--- src/hw/etc_pkg.sv ---
// package: constants, register map and carrier types of the trigger control block
package etc_pkg;

  // ************************************************************
  // clock and timing
  // ************************************************************
  localparam int unsigned CLK_HZ = 25000000;
  localparam int unsigned PULSE_US = 400;
  // completion pulse width in ref_clk cycles, rounded down
  localparam int unsigned PULSE_CYCLES = (PULSE_US * (CLK_HZ / 1000)) / 1000;
  localparam int unsigned CNT_W = 16;

  // ************************************************************
  // register map (byte addresses)
  // ************************************************************
  localparam int unsigned ADDR_W = 4;
  localparam logic [3:0] OFS_CTRL = 4'h0;
  localparam logic [3:0] OFS_STATUS = 4'h4;
  localparam logic [3:0] OFS_IRQ_STAT = 4'h8;
  localparam logic [3:0] OFS_IRQ_MASK = 4'hc;
  localparam logic [1:0] RESP_OKAY = 2'h0;
  localparam logic [1:0] RESP_SLVERR = 2'h2;

  // ctrl fields
  localparam int unsigned CTRL_INHIBIT = 0;
  localparam int unsigned CTRL_LOCKOUT = 1;
  localparam int unsigned CTRL_TO_CONT = 2;
  localparam logic [1:0] CTRL_RESET = 2'h0;
  localparam logic [2:0] IRQ_RESET = 3'h0;

  // ************************************************************
  // pin inputs: bit order and idle levels
  // ************************************************************
  localparam int unsigned PIN_N = 4;
  localparam int unsigned PIN_TRIG_N = 0;
  localparam int unsigned PIN_RES_KEY = 1;
  localparam int unsigned PIN_RATIO_KEY = 2;
  localparam int unsigned PIN_CFG_SW = 3;
  localparam logic [3:0] PIN_IDLE = 4'h1;

  // trigger mode, one-hot
  typedef enum logic [1:0] {
    CONTINUOUS_TRIGGER_MODE = 2'b01,
    ONE_SHOT_TRIGGER_MODE = 2'b10
  } etc_mode_e;

  // software control bits
  typedef struct packed {
    logic front_panel_lockout;
    logic trigger_inhibit_setting;
  } etc_ctrl_s;

  // sticky events, same layout in status and mask
  typedef struct packed {
    logic trig_ignored;
    logic conv_done;
    logic trig_taken;
  } etc_irq_s;

endpackage

--- src/hw/etc_top.sv ---
// external trigger control: mode, trigger sources, completion pulse, axi4-lite registers
`timescale 1ns/1ps

// Operation
// - start in continuous trigger mode after reset
// - config switch on plus resolution key, lockout off: one-shot
// - one-shot triggers only from ratio key or external
// - external falling edge starts one conversion
// - ignore external trigger under inhibit or lockout
// - completion output pulses 400 us per conversion
module etc_top
  import etc_pkg::*;
#(
  parameter int unsigned PULSE_CYCLES = etc_pkg::PULSE_CYCLES
) (
  // clock and reset
  input wire logic ref_clk,
  input wire logic reset,
  // front panel and trigger pins
  input wire logic ext_trig_n,
  input wire logic res_key,
  input wire logic ratio_key,
  input wire logic one_shot_config_switch,
  // converter handshake
  output logic conv_start,
  input wire logic conv_done,
  // completion output
  output logic conv_complete,
  // interrupt
  output logic irq,
  // axi4-lite write address
  input wire logic s_axi_awvalid,
  output logic s_axi_awready,
  input wire logic [etc_pkg::ADDR_W-1:0] s_axi_awaddr,
  input wire logic [2:0] s_axi_awprot,
  // axi4-lite write data and response
  input wire logic s_axi_wvalid,
  output logic s_axi_wready,
  input wire logic [31:0] s_axi_wdata,
  input wire logic [3:0] s_axi_wstrb,
  output logic s_axi_bvalid,
  input wire logic s_axi_bready,
  output logic [1:0] s_axi_bresp,
  // axi4-lite read
  input wire logic s_axi_arvalid,
  output logic s_axi_arready,
  input wire logic [etc_pkg::ADDR_W-1:0] s_axi_araddr,
  input wire logic [2:0] s_axi_arprot,
  output logic s_axi_rvalid,
  input wire logic s_axi_rready,
  output logic [31:0] s_axi_rdata,
  output logic [1:0] s_axi_rresp
);

  // ************************************************************
  // declarations
  // ************************************************************
  logic [PIN_N-1:0] pin_raw;
  logic [PIN_N-1:0] s1_ff;
  logic [PIN_N-1:0] s2_ff;
  logic [PIN_N-1:0] s3_ff;
  logic [PIN_N-1:0] pin_ff;
  logic [PIN_N-1:0] nxt_pin;
  etc_mode_e mode_ff;
  etc_ctrl_s ctrl_ff;
  etc_irq_s irq_stat_ff;
  etc_irq_s irq_mask_ff;
  etc_irq_s evt;
  logic running_ff;
  logic conv_start_ff;
  logic ext_fall;
  logic res_press;
  logic ratio_press;
  logic ext_allowed;
  logic trig_ok;
  logic to_cont;
  logic aw_got_ff;
  logic w_got_ff;
  logic [ADDR_W-1:0] awaddr_ff;
  logic [31:0] wdata_ff;
  logic wstrb0_ff;
  logic bvalid_ff;
  logic [1:0] bresp_ff;
  logic rvalid_ff;
  logic [31:0] rdata_ff;
  logic [1:0] rresp_ff;
  logic wr_fire;
  logic [2:0] w1c;
  logic [3:0] aw_sel;

  // decode a byte address into a one-hot register select, zero if unmapped
  function automatic logic [3:0] etc_dec(input logic [ADDR_W-1:0] a);
    case (a)
      OFS_CTRL: etc_dec = 4'h1;
      OFS_STATUS: etc_dec = 4'h2;
      OFS_IRQ_STAT: etc_dec = 4'h4;
      OFS_IRQ_MASK: etc_dec = 4'h8;
      default: etc_dec = 4'h0;
    endcase
  endfunction

  // one-hot select of the captured write address
  assign aw_sel = etc_dec(awaddr_ff);

  // ************************************************************
  // pin synchronisers
  // ************************************************************
  assign pin_raw = {one_shot_config_switch, ratio_key, res_key, ext_trig_n};

  // three stages; a level is accepted only once stages two and three agree
  genvar gi;
  generate
    for (gi = 0; gi < PIN_N; gi++) begin : g_sync
      assign nxt_pin[gi] = (s2_ff[gi] == s3_ff[gi]) ? s3_ff[gi] : pin_ff[gi];
      always_ff @(posedge ref_clk) begin
        if (reset) begin
          s1_ff[gi] <= PIN_IDLE[gi];
          s2_ff[gi] <= PIN_IDLE[gi];
          s3_ff[gi] <= PIN_IDLE[gi];
          pin_ff[gi] <= PIN_IDLE[gi];
        end else begin
          s1_ff[gi] <= pin_raw[gi];
          s2_ff[gi] <= s1_ff[gi];
          s3_ff[gi] <= s2_ff[gi];
          pin_ff[gi] <= nxt_pin[gi];
        end
      end
    end
  endgenerate

  // edges on the filtered levels only, so one pin edge gives one event
  assign ext_fall = pin_ff[PIN_TRIG_N] && !nxt_pin[PIN_TRIG_N];
  assign res_press = !pin_ff[PIN_RES_KEY] && nxt_pin[PIN_RES_KEY];
  assign ratio_press = !pin_ff[PIN_RATIO_KEY] && nxt_pin[PIN_RATIO_KEY];

  // ************************************************************
  // trigger mode
  // ************************************************************
  assign to_cont = wr_fire && aw_sel[0] && wstrb0_ff && wdata_ff[CTRL_TO_CONT];

  // lockout blocks the resolution key, so it cannot change the mode; the ratio key still triggers
  always_ff @(posedge ref_clk) begin
    if (reset) begin
      mode_ff <= CONTINUOUS_TRIGGER_MODE;
    end else begin
      case (mode_ff)
        CONTINUOUS_TRIGGER_MODE: begin
          if (res_press && pin_ff[PIN_CFG_SW] && !ctrl_ff.front_panel_lockout) begin
            mode_ff <= ONE_SHOT_TRIGGER_MODE;
          end
        end
        ONE_SHOT_TRIGGER_MODE: begin
          if (to_cont) begin
            mode_ff <= CONTINUOUS_TRIGGER_MODE;
          end
        end
        default: mode_ff <= CONTINUOUS_TRIGGER_MODE;
      endcase
    end
  end

  // ************************************************************
  // conversion start
  // ************************************************************
  assign ext_allowed = ext_fall && !ctrl_ff.trigger_inhibit_setting
                       && !ctrl_ff.front_panel_lockout;
  assign trig_ok = (mode_ff == ONE_SHOT_TRIGGER_MODE) && !running_ff
                   && (ratio_press || ext_allowed);

  // continuous mode restarts as soon as the converter reports done
  always_ff @(posedge ref_clk) begin
    if (reset) begin
      conv_start_ff <= 1'b0;
      running_ff <= 1'b0;
    end else begin
      conv_start_ff <= !conv_start_ff && (trig_ok
                       || (mode_ff == CONTINUOUS_TRIGGER_MODE && !running_ff));
      if (conv_start_ff) begin
        running_ff <= 1'b1;
      end else if (conv_done) begin
        running_ff <= 1'b0;
      end
    end
  end
  assign conv_start = conv_start_ff;

  // ************************************************************
  // completion pulse
  // ************************************************************
  etc_pulse #(
    .CYCLES(PULSE_CYCLES),
    .CW(CNT_W)
  ) u_pulse (
    .ref_clk(ref_clk),
    .reset(reset),
    .start(conv_done),
    .active(conv_complete)
  );

  // ************************************************************
  // interrupts
  // ************************************************************
  assign evt.trig_taken = trig_ok;
  assign evt.conv_done = conv_done;
  assign evt.trig_ignored = ext_fall && !trig_ok;
  assign w1c = (wr_fire && aw_sel[2] && wstrb0_ff) ? wdata_ff[2:0] : 3'h0;

  // a set in the clearing cycle wins, so no event is lost
  always_ff @(posedge ref_clk) begin
    if (reset) begin
      irq_stat_ff <= IRQ_RESET;
    end else begin
      irq_stat_ff <= (irq_stat_ff & ~w1c) | evt;
    end
  end
  assign irq = |(irq_stat_ff & irq_mask_ff);

  // ************************************************************
  // axi4-lite write channel
  // ************************************************************
  assign s_axi_awready = !aw_got_ff && !bvalid_ff;
  assign s_axi_wready = !w_got_ff && !bvalid_ff;
  assign wr_fire = aw_got_ff && w_got_ff && !bvalid_ff;

  // address and data may come in either order; the response waits for both
  always_ff @(posedge ref_clk) begin
    if (reset) begin
      aw_got_ff <= 1'b0;
      w_got_ff <= 1'b0;
      awaddr_ff <= '0;
      wdata_ff <= '0;
      wstrb0_ff <= 1'b0;
      bvalid_ff <= 1'b0;
      bresp_ff <= RESP_OKAY;
    end else begin
      if (s_axi_awvalid && s_axi_awready) begin
        aw_got_ff <= 1'b1;
        awaddr_ff <= s_axi_awaddr;
      end
      if (s_axi_wvalid && s_axi_wready) begin
        w_got_ff <= 1'b1;
        wdata_ff <= s_axi_wdata;
        wstrb0_ff <= s_axi_wstrb[0];
      end
      if (wr_fire) begin
        aw_got_ff <= 1'b0;
        w_got_ff <= 1'b0;
        bvalid_ff <= 1'b1;
        bresp_ff <= (aw_sel == 4'h0) ? RESP_SLVERR : RESP_OKAY;
      end else if (s_axi_bready) begin
        bvalid_ff <= 1'b0;
      end
    end
  end
  assign s_axi_bvalid = bvalid_ff;
  assign s_axi_bresp = bresp_ff;

  // control and mask registers; status is read-only
  always_ff @(posedge ref_clk) begin
    if (reset) begin
      ctrl_ff <= CTRL_RESET;
      irq_mask_ff <= IRQ_RESET;
    end else if (wr_fire && wstrb0_ff) begin
      if (aw_sel[0]) begin
        ctrl_ff <= wdata_ff[CTRL_LOCKOUT:CTRL_INHIBIT];
      end
      if (aw_sel[3]) begin
        irq_mask_ff <= wdata_ff[2:0];
      end
    end
  end

  // ************************************************************
  // axi4-lite read channel
  // ************************************************************
  assign s_axi_arready = !rvalid_ff;

  always_ff @(posedge ref_clk) begin
    if (reset) begin
      rvalid_ff <= 1'b0;
      rdata_ff <= '0;
      rresp_ff <= RESP_OKAY;
    end else if (s_axi_arvalid && s_axi_arready) begin
      rvalid_ff <= 1'b1;
      rresp_ff <= (etc_dec(s_axi_araddr) == 4'h0) ? RESP_SLVERR : RESP_OKAY;
      case (etc_dec(s_axi_araddr))
        4'h1: rdata_ff <= {30'h0, ctrl_ff};
        4'h2: rdata_ff <= {27'h0, pin_ff[PIN_CFG_SW], running_ff, conv_complete,
                           mode_ff == ONE_SHOT_TRIGGER_MODE, 1'b0};
        4'h4: rdata_ff <= {29'h0, irq_stat_ff};
        4'h8: rdata_ff <= {29'h0, irq_mask_ff};
        default: rdata_ff <= 32'h0;
      endcase
    end else if (s_axi_rready) begin
      rvalid_ff <= 1'b0;
    end
  end
  assign s_axi_rvalid = rvalid_ff;
  assign s_axi_rdata = rdata_ff;
  assign s_axi_rresp = rresp_ff;

  // ************************************************************
  // checks
  // ************************************************************
  logic [CNT_W-1:0] hi_cnt_ff;

  // cycles the completion output has been high since the last restart
  always_ff @(posedge ref_clk) begin
    if (reset || conv_done) begin
      hi_cnt_ff <= '0;
    end else if (conv_complete) begin
      hi_cnt_ff <= hi_cnt_ff + 1'b1;
    end
  end
endmodule

--- src/hw/etc_pulse.sv ---
// fixed-width pulse generator for the completion output
`timescale 1ns/1ps

module etc_pulse #(
  parameter int unsigned CYCLES = 10000,
  parameter int unsigned CW = 16
) (
  // clock and reset
  input wire logic ref_clk,
  input wire logic reset,
  // trigger and pulse
  input wire logic start,
  output logic active
);

  // ************************************************************
  // width counter
  // ************************************************************
  logic [CW-1:0] cnt_ff;

  // a new start restarts the width, so back-to-back ends merge into one pulse
  always_ff @(posedge ref_clk) begin
    if (reset) begin
      cnt_ff <= '0;
      active <= 1'b0;
    end else if (start) begin
      cnt_ff <= CW'(CYCLES - 1);
      active <= 1'b1;
    end else if (cnt_ff != '0) begin
      cnt_ff <= cnt_ff - 1'b1;
    end else begin
      active <= 1'b0;
    end
  end

endmodule

--- config.mk ---
export PLATFORM = sky130hd
export DESIGN_NAME = etc_top
export DESIGN_NICKNAME = d
export VERILOG_FILES = /design/src/hw/etc_pkg.sv /design/src/hw/etc_top.sv /design/src/hw/etc_pulse.sv
export SDC_FILE = /design/constraint.sdc
export NUM_CORES = 1
export LEC_CHECK = 0
export BUFFER_PORTS_ARGS = -buffer_cell sky130_fd_sc_hd__buf_4
export CAP_MARGIN = 20
export CELL_PAD_IN_SITES_DETAIL_PLACEMENT = 1
export CELL_PAD_IN_SITES_GLOBAL_PLACEMENT = 1
export CORE_ASPECT_RATIO = 0.75
export CORE_MARGIN = 5
export CORE_UTILIZATION = 37
export CTS_BUF_LIST = sky130_fd_sc_hd__clkbuf_8
export DETAILED_ROUTE_END_ITERATION = 8
export HOLD_SLACK_MARGIN = 0.03
export PLACE_DENSITY_LB_ADDON = 0.1
export RECOVER_POWER = 100
export SKIP_LAST_GASP = 1
export SLEW_MARGIN = 20
export SYNTH_ARGS = -nofsm -noshare
export SYNTH_HDL_FRONTEND = slang
export SYNTH_SLANG_ARGS = --single-unit
--- constraint.sdc ---
create_clock -name ref_clk -period 2.01 [get_ports ref_clk]
set_input_delay 0.1005 -clock ref_clk [delete_from_list [all_inputs] [get_ports ref_clk]]
set_output_delay 0.1005 -clock ref_clk [all_outputs]
set_load 0.05 [all_outputs]
## Word level (Yosys, flattened, before mapping)

Cells that the tools add are included.

- Bits in registers: 93
- Bits of input ports: 62
- Output and inout bits: 44
- Logic and storage cells: 142

- Add/subtract/negate cells: 1
- Equal/unequal tests: 19
- Muxes and demuxes: 24
- Bitwise gates (word level): 4
- Reduce and logical (&&, ||, !) cells: 54

Operator list:

| cell | number |
|---|---|
| $pmux 4 s4 | 2 |
| $mux 14 | 2 |
| $logic_and 1x1->1 | 25 |
| $eq 4x4->1 const B | 5 |
| $pmux 5 s4 | 1 |
| $logic_not 4->1 | 4 |
| $reduce_bool 16->1 | 1 |
| $sub 16x1->16 const B | 1 |
| $eq 4x3->1 const B | 3 |
| $logic_not 1->1 | 12 |
| $mux 1 | 11 |
| $mux 2 | 4 |
| $mux 4 | 2 |
| $reduce_bool 2->1 | 4 |
| $and 3x3->3 | 2 |
| $ne 2x2->1 const B | 3 |
| $reduce_and 2->1 | 3 |
| $eq 1x1->1 | 4 |
| $eq 4x1->1 const B | 1 |
| $eq 4x2->1 const B | 1 |
| $pmux 2 s2 | 1 |
| $reduce_or 2->1 | 2 |
| $mux 3 | 1 |
| $not 3->3 | 1 |
| other kinds (5) | 6 |

## Logic depth before layout (Yosys ltp)

- Depth in word-level cells: 11
- Depth in mapped cells: 6
- Mapped depth without buffers: 6

## Cells and area by module

From an unflattened synthesis, not the netlist that was laid out.

- Cells, all modules: 328
- Area total of the unflattened synthesis: 3031.7 µm²

By module, submodules not included:

| module | times used | cells each | area each (µm²) | sequential area each (µm²) |
|---|---|---|---|---|
| etc_top | 1 | 226 | 2142.1 | 940.9 |
| etc_pulse | 1 | 102 | 889.6 | 340.3 |

## Worst setup path after synthesis

No wires, ideal clock.

- Path type: register to register
- From: register bvalid_ff (netlist: s_axi_bvalid)
- To: register awaddr_ff[0]
- Library setup time: 0.128 ns
- Data arrival time: 1.968 ns
- Required time: 1.882 ns
- Path slack: -0.086 ns
- Cell stages (with the launch flop): 6
- Path buffers: 1
- Period minus slack after synthesis: 2.096 ns
- Path through: dfxtp_1 nor2_1 and2_1 clkbuf_1 mux2i_1 nor2_1

- Longest elaborated chain between the ends: 3

RTL lines:

| what | RTL line | source |
|---|---|---|
| start: declaration | etc_top.sv:82 | `logic bvalid_ff;` |
| start signal: assignment | etc_top.sv:233 | `bvalid_ff <= 1'b0;` |
| start signal: assignment | etc_top.sv:248 | `bvalid_ff <= 1'b1;` |
| start signal: assignment | etc_top.sv:251 | `bvalid_ff <= 1'b0;` |
| $logic_not 1->1 | etc_top.sv:221 | `assign s_axi_awready = !aw_got_ff && !bvalid_ff;` |
| $logic_and 1x1->1 | etc_top.sv:221 |  |
| via s_axi_awready | etc_top.sv:33 | `output logic s_axi_awready,` |
| $logic_and 1x1->1 | etc_top.sv:236 | `if (s_axi_awvalid && s_axi_awready) begin` |
| end signal: assignment | etc_top.sv:238 | `awaddr_ff <= s_axi_awaddr;` |
| end: declaration | etc_top.sv:79 | `logic [ADDR_W-1:0] awaddr_ff;` |

The timed path passes the listed nets, and every way through them passes these cells.
A chain may end at the register's enable or synchronous reset.

## Worst setup path in the final report

- From: register u_pulse.cnt_ff[12]
- To: register u_pulse.cnt_ff[5]

- Longest elaborated chain between the ends: 1

RTL lines:

| what | RTL line | source |
|---|---|---|
| start: declaration | etc_pulse.sv:19 | `logic [CW-1:0] cnt_ff;` |
| start signal: assignment | etc_pulse.sv:27 | `cnt_ff <= CW'(CYCLES - 1);` |
| start signal: assignment | etc_pulse.sv:30 | `cnt_ff <= cnt_ff - 1'b1;` |
| $reduce_bool 16->1 | etc_pulse.sv:29 | `end else if (cnt_ff != '0) begin` |

Every way passes these cells.

==> results.py <==
metrics = {
    "synthesis": {
        "synthFlopType": "dfxtp_1",
        "synthCells": 323,
        "netlist.area_leader.share_pct": 43.9,
        "synth-edff-count": 0,
        "async_flop_share_pct": 0,
        "synth_area_leaders": "dfxtp_1 44%, buf_4 7.5%, mux2i_1 5.5%, nor2_1 4.9%, a21oi_1 3.9%",
        "synth.distinct_cells": 51,
        "avgSynthCellArea_um2": 9.03,
        "yosysWarnings": 0,
        "synth_top_area_cell": "dfxtp_1",
        "ys_ff_latch": 64,
        "ys_seq_area_share_pct": 43.9,
        "netlist_area_mm2": 0.00292,
    },
    "clock_network": {
        "clk_latency_ns": 0.35,
        "cts_buffer_depth": 2,
        "cts_tree": "built",
        "cts.clk_slew.worst_paths_ns": 0.07,
        "numCtsBuffers": 9,
        "ctsHtreeMaxLevel": 3,
        "cts_root_buf": "clkbuf_8",
        "cts.sinks": 64,
    },
    "global_routing": {
        "grt_pass1_wl_um": 11900,
        "grt.overflow.total": 0,
        "grt_pass1_vias": 2396,
        "grt_max_degree": 34,
        "track_usage_pct": 15.3,
        "antenna_found_initial": 0,
    },
    "floorplanning": {
        "start_util_pct": 37.5,
        "die_h_um": 86.9,
        "die-area_mm2": 0.00977,
        "ios": 106,
        "core_mm2": 0.00778,
        "die_x_um": 112,
        "core.rowCount": 28,
    },
    "setup_path": {
        "timing.rr.start": "u_pulse.cnt_ff[12]$_SDFFE_PP0P_",
        "worstReg2RegEnd": "u_pulse.cnt_ff[5]$_SDFFE_PP0P_",
        "path_class": "reg2reg",
        "r2r_slack_ns": 0.14,
        "crit_arrival_ns": 2.09,
        "cp_data_required_time_ns": 2.24,
        "slowest_stage": "or4_1",
        "r2r_cells": 4,
        "critPathLaunchType": "flip-flop",
        "cp-end-kind": "flip-flop",
        "cpMostUsedCell": "or4_1",
        "critPathMaxStageDelay_ns": 0.65,
        "worstPathMaxFanout": 6,
        "crit_chain": "or4_1, o41ai_4, or4_1, a21oi_1",
    },
    "placement": {
        "dp_cells": 464,
        "gp_congestion": 0.802,
        "place_hpwl_um": 5220,
        "io_buffers": 38,
    },
    "timing": {
        "setup_viol": 0,
        "worstMarginPinSlew_ns": 1.03,
        "fmax_mhz": 535,
        "fin_crit_ns": 1.87,
        "setup_tns_ns": 0,
        "timing.slew.headroom_pct": 31.5,
        "drv_slew": 0,
        "finalHoldViolCount": 0,
        "fin_skew_ns": 0.00744,
        "final.period_utilization_pct": 92.9,
        "rsz0062_at_grt": "no",
    },
    "final_layout": {
        "layout_commonest_cell": "dfxtp_1",
        "seq_area_mm2": 0.00128,
        "multi_input_comb_area_mm2": 0.00144,
        "antenna_cells": 0,
        "final_cell_mix": "64 x dfxtp_1, 38 x nor2_1, 29 x conb_1",
        "n_fill_cell": 931,
        "finalNonFillerCells": 494,
        "drive_above_1_share_pct": 13.6,
        "final_util_pct": 45.3,
        "syn_to_final_growth_pct": 20.9,
        "layout.nets": 448,
    },
    "detailed_routing": {
        "drtIter0Drc": 79,
        "dr.pass1.iters": 4,
        "ant_nets": 0,
        "route.final.wire_length_um": 7220,
        "wl_per_cell_um": 14.6,
        "vias_per_cell": 4.98,
        "vias": 2462,
        "drc": 0,
    },
    "job": {
        "max_cap_viol_count": 0,
    },
    "power_and_ir_drop": {
        "power_density_mw_per_mm2": 917,
        "ir_drop_v": 0.000593,
        "power_leakage_nw": 1.39,
    },
    "worst_hold_path": {
        "hold_start": "s_axi_arvalid",
        "holdPathEnd": "s_axi_rvalid$_SDFFE_PP0P_",
        "whs_path_depth": 3,
        "holdCritPathClass": "in2reg",
    },
    "run_status": {
        "status": "finished, final reports clean",
    },
}
==> timing repair <==
action / CTS / global route
setup buffers: 0 / 0
resized for setup: 0 / 0
endpoints found under the setup margin: 0 / 0
endpoints found under the hold margin: 14 / 0
hold buffers: 14 / 0
==> per-stage QoR <==
stage | power [mW] | area [um2] | worst slack, ns | hold WS [ns]
floorplan | 1.89 | 3020 | -0.0857 | 0.200
global placement | 2.02 | 3250 | 0.257 | 0.291
detailed placement | 2.03 | 3250 | 0.211 | 0.295
CTS | 3.29 | 3610 | 0.194 | 0.0461
global route | 3.39 | 3520 | 0.0391 | 0.0559
finish | 3.23 | 3520 | 0.142 | 0.0521
==> power by group <==
part	total [mW]	internal [mW]	switching, mW
sequential	1.40	1.33	0.0667
clock	1.23	0.697	0.531
combinational	0.604	0.192	0.412
total	3.23	2.22	1.01
==> metal layers <==
| layer | GRT usage, % | wire length (um) | share of wire [%] | up-vias |
|---|---|---|---|---|
| li1 | - | - | - | 1217 |
| met1 | 22.1 | 3840 | 53 | 1167 |
| met2 | 22.0 | 2900 | 40 | 70 |
| met3 | 5.42 | 408 | 5.7 | 8 |
| met4 | 3.60 | 70 | 0.97 | 0 |
| met5 | 0 | 0 | 0 | - |
==> worst max path at each step <==
stage	startpoint	endpoint	slack, ns
6_report	u_pulse.cnt_ff[12]$_SDFFE_PP0P_	u_pulse.cnt_ff[5]$_SDFFE_PP0P_	0.14
5_1_grt	u_pulse.cnt_ff[12]$_SDFFE_PP0P_	u_pulse.cnt_ff[10]$_SDFFE_PP0P_	0.04
4_1_cts	u_pulse.cnt_ff[2]$_SDFFE_PP0P_	u_pulse.cnt_ff[9]$_SDFFE_PP0P_	0.19
3_5_place_dp	u_pulse.cnt_ff[2]$_SDFFE_PP0P_	u_pulse.cnt_ff[9]$_SDFFE_PP0P_	0.21
3_3_place_gp	u_pulse.cnt_ff[2]$_SDFFE_PP0P_	u_pulse.cnt_ff[9]$_SDFFE_PP0P_	0.26
2_1_floorplan	s_axi_bvalid$_SDFFE_PP0P_	awaddr_ff[0]$_SDFFE_PP0P_	-0.09
==> kinds of logic (layout without fill, tap and decap cells) <==
group / after synthesis / after routing / synth area share, %
simple gates: 124 / 124 / 23.4
compound gates: 66 / 66 / 15.3
flops: 64 / 64 / 43.9
buf+inv: 49 / 87 / 10.0
mux: 17 / 17 / 6.27
fa+ha+maj: 2 / 2 / 0.858
other cells: 1 / 29 / 0.129
==> Yosys cell counts (7+ instances only) <==
cell / number
inv_1: 9
dfxtp_1: 64
nor2_1: 38
or3_1: 8
o21ai_0: 10
buf_4: 29
nand3_1: 7
nand2_1: 16
mux2i_1: 16
a21oi_1: 23
nor2b_1: 14
clkbuf_1: 9
==> final cells by class <==
cell class	count	area share (%)
multi-input combinational	238	40.8
sequential	64	36.4
timing repair buffer	61	11.8
tap	105	3.73
clock buffer	9	3.52
clock inverter	7	2.73
inverter	10	1.07
==> critical path, delay by kind of cell (launching register included) <==
kind             cells  cell delay (ns)
AO/OA/AOI/OAI        2             0.56
AND/OR/NAND/NOR      2             0.82
flip-flops           1             0.37
==> registers in the layout, summed over array words and instances (netlist names), 2 cells and up <==
signal	count
s1_ff	4
mode_ff	2
pin_ff	4
s2_ff	4
irq_mask_ff	3
irq_stat_ff	3
s3_ff	4
awaddr_ff	4
s_axi_rdata	5
ctrl_ff	2
wdata_ff	3
u_pulse.cnt_ff	16
Power figures use the tool's default switching activity.
